### src/core/bfps_pkg.sv
// Shared constants, register map and state encoding for the buck fault sequencer
package bfps_pkg;

  // ==========================================================================
  // Register map (byte addresses)
  localparam logic [3:0]  REG_CTRL        = 4'h0;
  localparam logic [3:0]  REG_PERIOD      = 4'h4;
  localparam logic [3:0]  REG_STATUS      = 4'h8;
  localparam logic [3:0]  REG_EVENTS      = 4'hC;

  // ==========================================================================
  // Field positions
  localparam int          CTRL_RUN_BIT    = 0;
  localparam int          CTRL_SYNC_BIT   = 1;
  localparam int          CTRL_DIV_LSB    = 4;
  localparam int          STAT_CNT_LSB    = 8;
  localparam int          STAT_PG_BIT     = 11;
  localparam int          STAT_EN_BIT     = 12;
  localparam int          EVT_OC1_BIT     = 0;
  localparam int          EVT_OC2_BIT     = 1;
  localparam int          EVT_OV_BIT      = 2;
  localparam int          EVT_UV_BIT      = 3;
  localparam int          EVT_SF_BIT      = 4;

  // ==========================================================================
  // Reset values
  localparam logic [7:0]  CTRL_RST        = 8'h81;
  localparam logic [15:0] PERIOD_RST      = 16'h0028;

  // ==========================================================================
  // Counts and timing
  localparam logic [5:0]  SENSE_CHECK_CYCLES = 6'h20;
  localparam logic [2:0]  HICCUP_CYCLES      = 3'h7;
  localparam int          CLK_PERIOD_NS      = 50;
  localparam int          EN_OFF_TIME_NS     = 2000;
  localparam int          EN_OFF_CYCLES_I    = (EN_OFF_TIME_NS + CLK_PERIOD_NS - 1) / CLK_PERIOD_NS;
  localparam logic [7:0]  EN_OFF_CYCLES      = EN_OFF_CYCLES_I[7:0];

  // ==========================================================================
  // Sequencer states
  typedef enum logic [7:0] {
    ST_OFF     = 8'h01,
    ST_INPUT_UNDERVOLTAGE_LOCKOUT    = 8'h02,
    ST_SENSE   = 8'h04,
    ST_SFAULT  = 8'h08,
    ST_SOFT    = 8'h10,
    ST_RUN     = 8'h20,
    ST_HIC_CHG = 8'h40,
    ST_HIC_DIS = 8'h80
  } bfps_state_e;

endpackage

### src/core/bfps_phase.sv
// One switching phase: high-side on-time latch with pulse-by-pulse current limit
`timescale 1ns/1ps
module bfps_phase (
  input  wire logic ref_clk_in,
  input  wire logic nrst_in,
  input  wire logic start_in,
  input  wire logic switch_in,
  input  wire logic over_limit_in,
  input  wire logic pwm_end_in,
  output logic      hs_on_out,
  output logic      term_out
);

  logic hs_on_nxt;
  logic term_nxt;

  // ==========================================================================
  // On-time control
  always_comb begin
    hs_on_nxt = hs_on_out;
    term_nxt  = 1'b0;
    if (!switch_in) begin
      hs_on_nxt = 1'b0;
    end else if (start_in) begin
      hs_on_nxt = 1'b1;
    end else if (hs_on_out && over_limit_in) begin
      hs_on_nxt = 1'b0; // RULE1
      term_nxt  = 1'b1; // RULE2
    end else if (hs_on_out && pwm_end_in) begin
      hs_on_nxt = 1'b0;
    end
  end

  always_ff @(posedge ref_clk_in) begin
    if (!nrst_in) begin
      hs_on_out <= 1'b0;
      term_out  <= 1'b0;
    end else begin
      hs_on_out <= hs_on_nxt;
      term_out  <= term_nxt;
    end
  end
endmodule

### src/core/bfps_sequencer.sv
// Fault supervision and startup sequencing for a two-phase interleaved buck
// How it works
// [RULE1] Current over limit on a phase ends that phase's on-time only.
// [RULE2] Persistent over limit on both phases terminates every cycle of both.
// [RULE3] Output undervoltage stops switching and starts hiccup charge/discharge timing.
// [RULE4] After seven hiccup cycles a new soft-start runs; a fault returns to hiccup.
// [RULE5] First 32 clocks after start: test current on, either sense pin high faults.
// [RULE6] Sense check runs only in initialization, never once switching starts.
// [RULE7] Overvoltage trip forces all upper switches off and lower switches on.
// [RULE8] Overvoltage runs seven hiccup cycles then restarts, re-entering hiccup if present; ST_SOFT keeps hic_cnt_r, so a re-entry runs one cycle.
// [RULE9] Feedback undervoltage enters the same hiccup sequence.
// [RULE10] Startup waits for the input undervoltage comparator to report above threshold.
// [RULE11] Startup waits until both supply rails are reported good.
// [RULE12] While soft-start is below completion, most faults ignored and power good low.
// [RULE13] Masked state keeps current limit, has no sense check, and enters hiccup only on overvoltage.
// [RULE14] Input undervoltage lockout holds upper off and lower on.
// [RULE15] A declared sense fault holds upper off and lower on.
// [RULE16] External sync falling edge starts the high-side on-time; clock must be fast enough.
// [RULE17] Phases are interleaved half a period apart, doubling ripple frequency.
// [RULE18] Soft-start charges only with enable high and rails good; power good low.
// [RULE19] Power good is released only when soft-start reaches completion.
// [RULE20] A clean soft-start completion clears the hiccup counter.
// [RULE21] Enable low or supply lockout turns both switches of each phase off.
//
// Decided for this implementation: the register addresses and the Avalon-MM register port.
`timescale 1ns/1ps
module bfps_sequencer (
  input  wire logic        ref_clk_in,
  input  wire logic        nrst_in,
  input  wire logic [3:0]  avs_address_in,
  input  wire logic        avs_read_in,
  input  wire logic        avs_write_in,
  input  wire logic [31:0] avs_writedata_in,
  output logic      [31:0] avs_readdata_out,
  output logic             avs_waitrequest_out,
  input  wire logic        en_sync_in,
  input  wire logic        device_supply_rail_ok_in,
  input  wire logic        bypass_supply_rail_ok_in,
  input  wire logic        input_undervoltage_lockout_ok_in,
  input  wire logic        phase1_over_limit_in,
  input  wire logic        phase2_over_limit_in,
  input  wire logic        phase1_pwm_end_in,
  input  wire logic        phase2_pwm_end_in,
  input  wire logic        phase1_sense_pin_over_in,
  input  wire logic        phase2_sense_pin_over_in,
  input  wire logic        overvoltage_setting_trip_in,
  input  wire logic        feedback_node_uv_in,
  input  wire logic        ss_done_in,
  input  wire logic        ss_empty_in,
  output logic             high_side_drive1_out,
  output logic             low_side_drive1_out,
  output logic             high_side_drive2_out,
  output logic             low_side_drive2_out,
  output logic             pwm_term1_out,
  output logic             pwm_term2_out,
  output logic             power_good_out,
  output logic             sense_test_out,
  output logic             ss_charge_out,
  output logic             ss_discharge_out,
  output logic             sense_fault_flag_out
);

  function automatic logic reg_hit(input logic [3:0] addr, input logic [3:0] offs);
    reg_hit = (addr == offs);
  endfunction

  // ==========================================================================
  // Declarations
  bfps_pkg::bfps_state_e state_r, state_nxt;
  logic [7:0]  ctrl_r, ctrl_nxt;
  logic [15:0] period_r, period_nxt;
  logic [4:0]  events_r, events_nxt;
  logic [31:0] rdata_nxt;
  logic        wait_nxt;
  logic [5:0]  sense_cnt_r, sense_cnt_nxt;
  logic [2:0]  hic_cnt_r, hic_cnt_nxt;
  logic [7:0]  en_low_cnt_r, en_low_cnt_nxt;
  logic        enable_r, enable_nxt;
  logic        en_pin_d_r;
  logic [15:0] per_cnt_r, per_cnt_nxt;
  logic [3:0]  edge_cnt_r, edge_cnt_nxt;
  logic        hs1_nxt, ls1_nxt, hs2_nxt, ls2_nxt;
  logic        pg_nxt, test_nxt, chg_nxt, dis_nxt, sf_nxt;
  logic        por_ok, gate_ok, switching, sync_fall, start1, start2;
  logic        hs_on1, hs_on2;
  logic [31:0] rd_mux;
  logic [4:0]  evt_set, evt_clr;

  assign por_ok    = device_supply_rail_ok_in & bypass_supply_rail_ok_in;
  assign gate_ok   = enable_r & ctrl_r[bfps_pkg::CTRL_RUN_BIT] & por_ok;
  assign switching = (state_r == bfps_pkg::ST_SOFT) || (state_r == bfps_pkg::ST_RUN);
  assign sync_fall = en_pin_d_r & ~en_sync_in;
  assign start1    = switching && (per_cnt_r == 16'h0000);
  assign start2    = switching && (per_cnt_r == {1'b0, period_r[15:1]}); // RULE17

  // ==========================================================================
  // Phase channels
  bfps_phase u_phase1 (
    .ref_clk_in    (ref_clk_in),
    .nrst_in       (nrst_in),
    .start_in      (start1),
    .switch_in     (switching),
    .over_limit_in (phase1_over_limit_in),
    .pwm_end_in    (phase1_pwm_end_in),
    .hs_on_out     (hs_on1),
    .term_out      (pwm_term1_out)
  );

  bfps_phase u_phase2 (
    .ref_clk_in    (ref_clk_in),
    .nrst_in       (nrst_in),
    .start_in      (start2),
    .switch_in     (switching),
    .over_limit_in (phase2_over_limit_in),
    .pwm_end_in    (phase2_pwm_end_in),
    .hs_on_out     (hs_on2),
    .term_out      (pwm_term2_out)
  );

  // ==========================================================================
  // Register slave
  always_comb begin
    rd_mux = 32'h0000_0000;
    if (reg_hit(avs_address_in, bfps_pkg::REG_CTRL)) begin
      rd_mux[7:0] = ctrl_r;
    end else if (reg_hit(avs_address_in, bfps_pkg::REG_PERIOD)) begin
      rd_mux[15:0] = period_r;
    end else if (reg_hit(avs_address_in, bfps_pkg::REG_STATUS)) begin
      rd_mux[7:0] = state_r;
      rd_mux[bfps_pkg::STAT_CNT_LSB +: 3] = hic_cnt_r;
      rd_mux[bfps_pkg::STAT_PG_BIT] = power_good_out;
      rd_mux[bfps_pkg::STAT_EN_BIT] = enable_r;
    end else if (reg_hit(avs_address_in, bfps_pkg::REG_EVENTS)) begin
      rd_mux[4:0] = events_r;
    end
    evt_set = 5'h00;
    evt_set[bfps_pkg::EVT_OC1_BIT] = pwm_term1_out;
    evt_set[bfps_pkg::EVT_OC2_BIT] = pwm_term2_out;
    evt_set[bfps_pkg::EVT_OV_BIT]  = switching & overvoltage_setting_trip_in;
    evt_set[bfps_pkg::EVT_UV_BIT]  = (state_r == bfps_pkg::ST_RUN) & feedback_node_uv_in;
    evt_set[bfps_pkg::EVT_SF_BIT]  = sense_fault_flag_out;
    evt_clr    = 5'h00;
    ctrl_nxt   = ctrl_r;
    period_nxt = period_r;
    rdata_nxt  = avs_readdata_out;
    wait_nxt   = 1'b1;
    if ((avs_read_in || avs_write_in) && avs_waitrequest_out) begin
      wait_nxt = 1'b0;
      if (avs_read_in) begin
        rdata_nxt = rd_mux;
      end
    end
    if (avs_write_in && !avs_waitrequest_out) begin
      if (reg_hit(avs_address_in, bfps_pkg::REG_CTRL)) begin
        ctrl_nxt = avs_writedata_in[7:0];
      end else if (reg_hit(avs_address_in, bfps_pkg::REG_PERIOD)) begin
        period_nxt = avs_writedata_in[15:0];
      end else if (reg_hit(avs_address_in, bfps_pkg::REG_EVENTS)) begin
        evt_clr = avs_writedata_in[4:0];
      end
    end
    events_nxt = (events_r & ~evt_clr) | evt_set;
  end

  always_ff @(posedge ref_clk_in) begin
    if (!nrst_in) begin
      ctrl_r              <= bfps_pkg::CTRL_RST;
      period_r            <= bfps_pkg::PERIOD_RST;
      events_r            <= 5'h00;
      avs_readdata_out    <= 32'h0000_0000;
      avs_waitrequest_out <= 1'b1;
    end else begin
      ctrl_r              <= ctrl_nxt;
      period_r            <= period_nxt;
      events_r            <= events_nxt;
      avs_readdata_out    <= rdata_nxt;
      avs_waitrequest_out <= wait_nxt;
    end
  end

  // ==========================================================================
  // Enable, sync and phase timing
  always_comb begin
    enable_nxt     = enable_r;
    en_low_cnt_nxt = en_low_cnt_r;
    if (en_sync_in) begin
      enable_nxt     = 1'b1;
      en_low_cnt_nxt = 8'h00;
    end else if (en_low_cnt_r >= bfps_pkg::EN_OFF_CYCLES - 8'h01) begin
      enable_nxt = 1'b0;
    end else begin
      en_low_cnt_nxt = en_low_cnt_r + 8'h01;
    end
    edge_cnt_nxt = edge_cnt_r;
    per_cnt_nxt  = per_cnt_r;
    if (ctrl_r[bfps_pkg::CTRL_SYNC_BIT]) begin
      if (per_cnt_r != 16'hFFFF) begin
        per_cnt_nxt = per_cnt_r + 16'h0001;
      end
      if (sync_fall) begin
        if (edge_cnt_r >= ctrl_r[bfps_pkg::CTRL_DIV_LSB +: 4] - 4'h1) begin
          edge_cnt_nxt = 4'h0;
          per_cnt_nxt  = 16'h0000; // RULE16
        end else begin
          edge_cnt_nxt = edge_cnt_r + 4'h1;
        end
      end
    end else if (per_cnt_r >= period_r - 16'h0001) begin
      per_cnt_nxt = 16'h0000;
    end else begin
      per_cnt_nxt = per_cnt_r + 16'h0001;
    end
  end

  // ==========================================================================
  // Sequencer
  always_comb begin
    state_nxt     = state_r;
    sense_cnt_nxt = sense_cnt_r;
    hic_cnt_nxt   = hic_cnt_r;
    sf_nxt        = sense_fault_flag_out;
    if (!gate_ok) begin
      state_nxt = bfps_pkg::ST_OFF; // RULE11
      sf_nxt    = 1'b0;
    end else begin
      case (state_r)
        bfps_pkg::ST_OFF: begin
          state_nxt = bfps_pkg::ST_INPUT_UNDERVOLTAGE_LOCKOUT;
        end
        bfps_pkg::ST_INPUT_UNDERVOLTAGE_LOCKOUT: begin
          if (input_undervoltage_lockout_ok_in) begin
            state_nxt     = bfps_pkg::ST_SENSE; // RULE10
            sense_cnt_nxt = 6'h00;
          end
        end
        bfps_pkg::ST_SENSE: begin
          if (!input_undervoltage_lockout_ok_in) begin
            state_nxt = bfps_pkg::ST_INPUT_UNDERVOLTAGE_LOCKOUT;
          end else if (phase1_sense_pin_over_in || phase2_sense_pin_over_in) begin
            state_nxt = bfps_pkg::ST_SFAULT; // RULE5
            sf_nxt    = 1'b1;
          end else if (sense_cnt_r == bfps_pkg::SENSE_CHECK_CYCLES - 6'h01) begin
            state_nxt = bfps_pkg::ST_SOFT;
          end else begin
            sense_cnt_nxt = sense_cnt_r + 6'h01;
          end
        end
        bfps_pkg::ST_SFAULT: begin
          state_nxt = bfps_pkg::ST_SFAULT; // RULE15
        end
        bfps_pkg::ST_SOFT: begin // RULE13
          if (!input_undervoltage_lockout_ok_in) begin
            state_nxt = bfps_pkg::ST_INPUT_UNDERVOLTAGE_LOCKOUT;
          end else if (overvoltage_setting_trip_in) begin
            state_nxt = bfps_pkg::ST_HIC_CHG; // RULE8
          end else if (ss_done_in) begin
            state_nxt   = bfps_pkg::ST_RUN; // RULE19
            hic_cnt_nxt = 3'h0; // RULE20
          end
        end
        bfps_pkg::ST_RUN: begin
          if (!input_undervoltage_lockout_ok_in) begin
            state_nxt = bfps_pkg::ST_INPUT_UNDERVOLTAGE_LOCKOUT;
          end else if (overvoltage_setting_trip_in || feedback_node_uv_in) begin
            state_nxt   = bfps_pkg::ST_HIC_CHG; // RULE3 RULE9
            hic_cnt_nxt = 3'h0;
          end
        end
        bfps_pkg::ST_HIC_CHG: begin
          if (ss_done_in) begin
            state_nxt = bfps_pkg::ST_HIC_DIS;
          end
        end
        bfps_pkg::ST_HIC_DIS: begin
          if (ss_empty_in) begin
            if (hic_cnt_r == bfps_pkg::HICCUP_CYCLES - 3'h1) begin
              state_nxt = bfps_pkg::ST_SOFT; // RULE4
            end else begin
              state_nxt   = bfps_pkg::ST_HIC_CHG;
              hic_cnt_nxt = hic_cnt_r + 3'h1;
            end
          end
        end
        default: begin
          state_nxt = bfps_pkg::ST_OFF;
        end
      endcase
    end
    test_nxt = (state_nxt == bfps_pkg::ST_SENSE); // RULE6
    chg_nxt  = (state_nxt == bfps_pkg::ST_SOFT) || (state_nxt == bfps_pkg::ST_RUN) ||
               (state_nxt == bfps_pkg::ST_HIC_CHG); // RULE18
    dis_nxt  = (state_nxt == bfps_pkg::ST_HIC_DIS) || (state_nxt == bfps_pkg::ST_OFF) ||
               (state_nxt == bfps_pkg::ST_INPUT_UNDERVOLTAGE_LOCKOUT);
    pg_nxt   = (state_nxt == bfps_pkg::ST_RUN); // RULE12
    if (!gate_ok || state_r == bfps_pkg::ST_OFF || state_r == bfps_pkg::ST_SENSE) begin
      {hs1_nxt, ls1_nxt, hs2_nxt, ls2_nxt} = 4'h0; // RULE21
    end else if (switching && !overvoltage_setting_trip_in) begin
      hs1_nxt = hs_on1;
      ls1_nxt = ~hs_on1;
      hs2_nxt = hs_on2;
      ls2_nxt = ~hs_on2;
    end else begin
      {hs1_nxt, ls1_nxt, hs2_nxt, ls2_nxt} = 4'h5; // RULE7 RULE14
    end
  end

  always_ff @(posedge ref_clk_in) begin
    if (!nrst_in) begin
      state_r              <= bfps_pkg::ST_OFF;
      sense_cnt_r          <= 6'h00;
      hic_cnt_r            <= 3'h0;
      enable_r             <= 1'b0;
      en_low_cnt_r         <= 8'h00;
      en_pin_d_r           <= 1'b0;
      per_cnt_r            <= 16'h0000;
      edge_cnt_r           <= 4'h0;
      high_side_drive1_out <= 1'b0;
      low_side_drive1_out  <= 1'b0;
      high_side_drive2_out <= 1'b0;
      low_side_drive2_out  <= 1'b0;
      power_good_out       <= 1'b0;
      sense_test_out       <= 1'b0;
      ss_charge_out        <= 1'b0;
      ss_discharge_out     <= 1'b1;
      sense_fault_flag_out <= 1'b0;
    end else begin
      state_r              <= state_nxt;
      sense_cnt_r          <= sense_cnt_nxt;
      hic_cnt_r            <= hic_cnt_nxt;
      enable_r             <= enable_nxt;
      en_low_cnt_r         <= en_low_cnt_nxt;
      en_pin_d_r           <= en_sync_in;
      per_cnt_r            <= per_cnt_nxt;
      edge_cnt_r           <= edge_cnt_nxt;
      high_side_drive1_out <= hs1_nxt;
      low_side_drive1_out  <= ls1_nxt;
      high_side_drive2_out <= hs2_nxt;
      low_side_drive2_out  <= ls2_nxt;
      power_good_out       <= pg_nxt;
      sense_test_out       <= test_nxt;
      ss_charge_out        <= chg_nxt;
      ss_discharge_out     <= dis_nxt;
      sense_fault_flag_out <= sf_nxt;
    end
  end
endmodule

### config.mk
export PLATFORM = sky130hd
export DESIGN_NAME = bfps_sequencer
export DESIGN_NICKNAME = d
export VERILOG_FILES = /design/src/core/bfps_pkg.sv /design/src/core/bfps_phase.sv /design/src/core/bfps_sequencer.sv
export SDC_FILE = /design/constraint.sdc
export NUM_CORES = 1
export LEC_CHECK = 0
export CAP_MARGIN = 30
export CELL_PAD_IN_SITES_DETAIL_PLACEMENT = 0
export CELL_PAD_IN_SITES_GLOBAL_PLACEMENT = 1
export CORE_UTILIZATION = 43
export CTS_CLUSTER_SIZE = 25
export DETAILED_ROUTE_END_ITERATION = 16
export DONT_BUFFER_PORTS = 1
export PLACE_DENSITY_LB_ADDON = 0.1
export RECOVER_POWER = 100
export SETUP_SLACK_MARGIN = 0.5
export SLEW_MARGIN = 15
export SYNTH_ARGS = -nofsm -noshare
export SYNTH_HDL_FRONTEND = slang
export SYNTH_HIERARCHICAL = 1
export SYNTH_SLANG_ARGS = --single-unit
### constraint.sdc
create_clock -name ref_clk_in -period 3.1 [get_ports ref_clk_in]
set_clock_uncertainty 0.1 [all_clocks]
set_input_delay 0.93 -clock ref_clk_in [delete_from_list [all_inputs] [get_ports ref_clk_in]]
set_output_delay 0.93 -clock ref_clk_in [all_outputs]
set_load 0.05 [all_outputs]
==> results.yml <==
die:
  rows: 42
  io_pins: 98
  dieArea_sq_um: 14490
  core-area_sq_um: 13450
  start_util_pct: 44.78
  fp.dieH_um: 120.4
  fp.dieW_um: 120.4
placed_design:
  dpl-instance-area_sq_um: 6218
  routabilityCongestion: 0.8635
  port_buffers: 0
  place_hpwl_um: 11660
  placed_cells: 882
power:
  power_density_nw_per_um2: 429.8
  vdd_drop_max_v: 0.0003597
  p_leak_nw: 2.428
grt:
  grt_pass1_vias: 4791
  grt_use_total_pct: 22.23
  gr-total-overflow: 0
  grt_max_degree: 71
  antenna_found_initial: 0
  grt_pass1_wl_um: 25230
synth:
  async_flop_share_pct: 0
  synth-seq-area-share_pct: 35.22
  ys.flop_type: "dfxtp_1"
  yosys.cell_types.count: 69
  syn_avg_cell_area_sq_um: 8.298
  ys_ff_latch: 106
  yosys_warnings: 6
  synth_edf_count: 0
  synthCells: 726
  syn_area_sq_um: 6025
setup_path:
  cp_max_fo: 10
  crit_buf_inv: 0
  crit_arrival_ns: 3.15
  worstSetupStartpointType: "register"
  cp_top_family: "simple AND/OR/NAND/NOR gates"
  crit_slowest_cell: "nor4_1"
  slowest_delay_ns: 0.97
  required_ns: 3.30
  endpoint_kind: "register"
  critical_path.cell_chain: "nor4_1, nand2_1, o31ai_1, nor2_1, a2111oi_0, and2_1"
  crit_type: "register to register"
sta:
  slew_violations: 0
  period_needed_ns: 2.945
  finalSetupViolCount: 0
  fin_setup_tns_ns: 0
  final-hold-violation-count: 0
  rsz0062_at_grt: "true"
  period_share_pct: 95.01
  maxSlewHeadroom_pct: 26.45
  fmax_mhz: 339.5
  worst_slew_pin_slew_ns: 1.093
outcome:
  status: "completed"
finish:
  areaGrowthSynthToFinish_pct: 8.889
  fin_area_sq_um: 6560
  fin_cells: 903
  final_core_util_pct: 48.76
  diodes: 0
  final_nets: 805
  drive_gt1_share_pct: 9.766
job:
  cap_violations: 0
clocking:
  clock_latency_ns: 0.36
  root_buffer: "clkbuf_16"
  h-tree-depth: 3
  cts_hold_buffers: 0
  ctsLongestPathBuffers: 2
  clkSinkCount: 106
  cts_buffers: 9
  cts.clk_slew.worst_paths_ns: 0.08
  cts_tree: "built"
detailed_routing:
  wl_per_cell_um: 17.14
  drt_iter0_markers: 334
  first_pass_iters: 5
  drtAntennaViolNets: 0
  vias_per_cell: 5.612
  dr_total_vias: 5068
  drc: 0
  drt_wl_total_um: 15480
min_path:
  min_path_type: "register to register"
power by group:
part / internal, W / switching (W)
sequential: 0.00138 / 0.0000417
clock: 0.000686 / 0.000555
combinational: 0.0000551 / 0.000107
total: 0.00212 / 0.000703
cells by family after synthesis:
| kind of cell | count (synthesis) | share of synthesized area (%) |
|---|---|---|
| AOI/OAI and AO/OA | 138 | 16.16 |
| xor gates and xnor gates | 49 | 7.124 |
| adders and majority gates | 29 | 6.023 |
| buffers and inverters | 73 | 5.919 |
| DFF | 106 | 35.22 |
| muxes | 12 | 2.098 |
| other | 1 | 0.06225 |
| and+or+nand+nor | 318 | 27.39 |
cell usage after synthesis (4+ instances only):
cell type    n  share of area [%]
nor3b_1      8                1.0
nor4_1      10                1.0
and2_1      12                1.2
dfxtp_1    106                 35
clkbuf_1    27                1.7
nor3_1      20                1.7
o21ai_0     24                2.0
buf_2        6               0.50
inv_1       17                1.1
nand4_1     15                1.6
or3_1        4               0.42
nand3_1     28                2.3
nand2b_1     7               0.73
o21a_1       4               0.50
nor2b_1     37                3.8
ha_1        29                6.0
a21boi_0    25                3.1
xor2_1      31                4.5
and3_1       4               0.42
a22o_1      11                1.6
a21oi_1     22                1.8
a22oi_1      9                1.1
nor2_1      59                3.7
o211ai_1     4               0.50
a221oi_1     5               0.73
a31oi_1      7               0.73
mux2_2       5               0.93
buf_4       18                2.2
nand2_1     90                5.6
xnor2_1     18                2.6
and4_1       4               0.58
mux2i_1      7                1.2
what timing repair did:
item	CTS	global route
gates cloned	0	0
buffers inserted	3	2
setup endpoints to repair	17	19
endpoints found under the hold margin	0	0
pin swaps	7	8
gates resized for setup	8	7
layer usage:
metal	track usage (%)	part of all wire, %
met5	0	0
met2	34.77	44
met1	30.50	49
met4	4.707	0.78
met3	6.085	6.5
through the flow:
stage	setup slack [ns]	hold WS, ns	power (W)
6_report	0.1547	0.3291	0.002819
5_1_grt	-0.04608	0.3623	0.002919
4_1_cts	0.1882	0.3421	0.002854
3_5_place_dp	0.07469	0.3306	0.001612
3_3_place_gp	0.07942	0.3307	0.001608
2_1_floorplan	0.2166	0.3189	0.001606
cells in the final DEF (no fill, tap or decap), types with 7 or more instances in the layout:
master,synthesis,routed
xnor2_1,18,17
nor2b_1,37,36
clkbuf_16,0,9
o21ai_0,24,16
mux2i_1,7,7
o21ai_1,1,9
ha_1,29,28
nand2b_1,7,7
nor3_1,20,17
nor4_1,10,10
conb_1,1,16
a22o_1,11,11
nor2_1,59,57
nand3_1,28,26
nand2_1,90,88
and2_1,12,9
inv_1,17,18
dfxtp_1,106,105
xor2_1,31,31
a21boi_0,25,27
nor3b_1,8,8
a22oi_1,9,9
buf_4,18,21
nand4_1,15,15
a21oi_1,22,22
sequential cells by signal, summed over array words and instances (netlist names), 3 cells and up:
register / count
period_r: 16
state_r: 8
edge_cnt_r: 4
hic_cnt_r: 3
sense_cnt_r: 6
ctrl_r: 8
en_low_cnt_r: 8
events_r: 5
per_cnt_r: 16
avs_readdata_out: 16
layout make-up:
| cell class | count | area, sq um |
|---|---|---|
| Clock buffer | 11 | 252.7 |
| Inverter | 19 | 71.32 |
| Tap cell | 176 | 220.2 |
| Clock inverter | 5 | 67.56 |
| Multi-Input combinational cell | 562 | 3652 |
| Timing Repair Buffer | 24 | 172.7 |
| Fill cell | 1401 | 6893 |
| Sequential cell | 106 | 2123 |
worst register-to-register path, stage by stage (launching register included):
cell,delay [ns]
dfxtp_1,0.44
nor4_1,0.97
nand2_1,0.20
o31ai_1,0.39
nor2_1,0.09
a2111oi_0,0.50
and2_1,0.20
worst paths after layout:
check | start | to | slack [ns] | cells after the start
hold / removal | en_low_cnt_r[6]$_SDFFE_PP0N_ | en_low_cnt_r[6]$_SDFFE_PP0N_ | 0.33 | 2
setup reg to reg | state_r[4]$_SDFF_PN0_ | state_r[7]$_SDFF_PN0_ | 0.15 | 6
hold reg to reg | en_low_cnt_r[6]$_SDFFE_PP0N_ | en_low_cnt_r[6]$_SDFFE_PP0N_ | 0.33 | 2
setup / recovery | state_r[4]$_SDFF_PN0_ | state_r[7]$_SDFF_PN0_ | 0.15 | 6
Note: power is estimated with default switching activity, not from simulation.
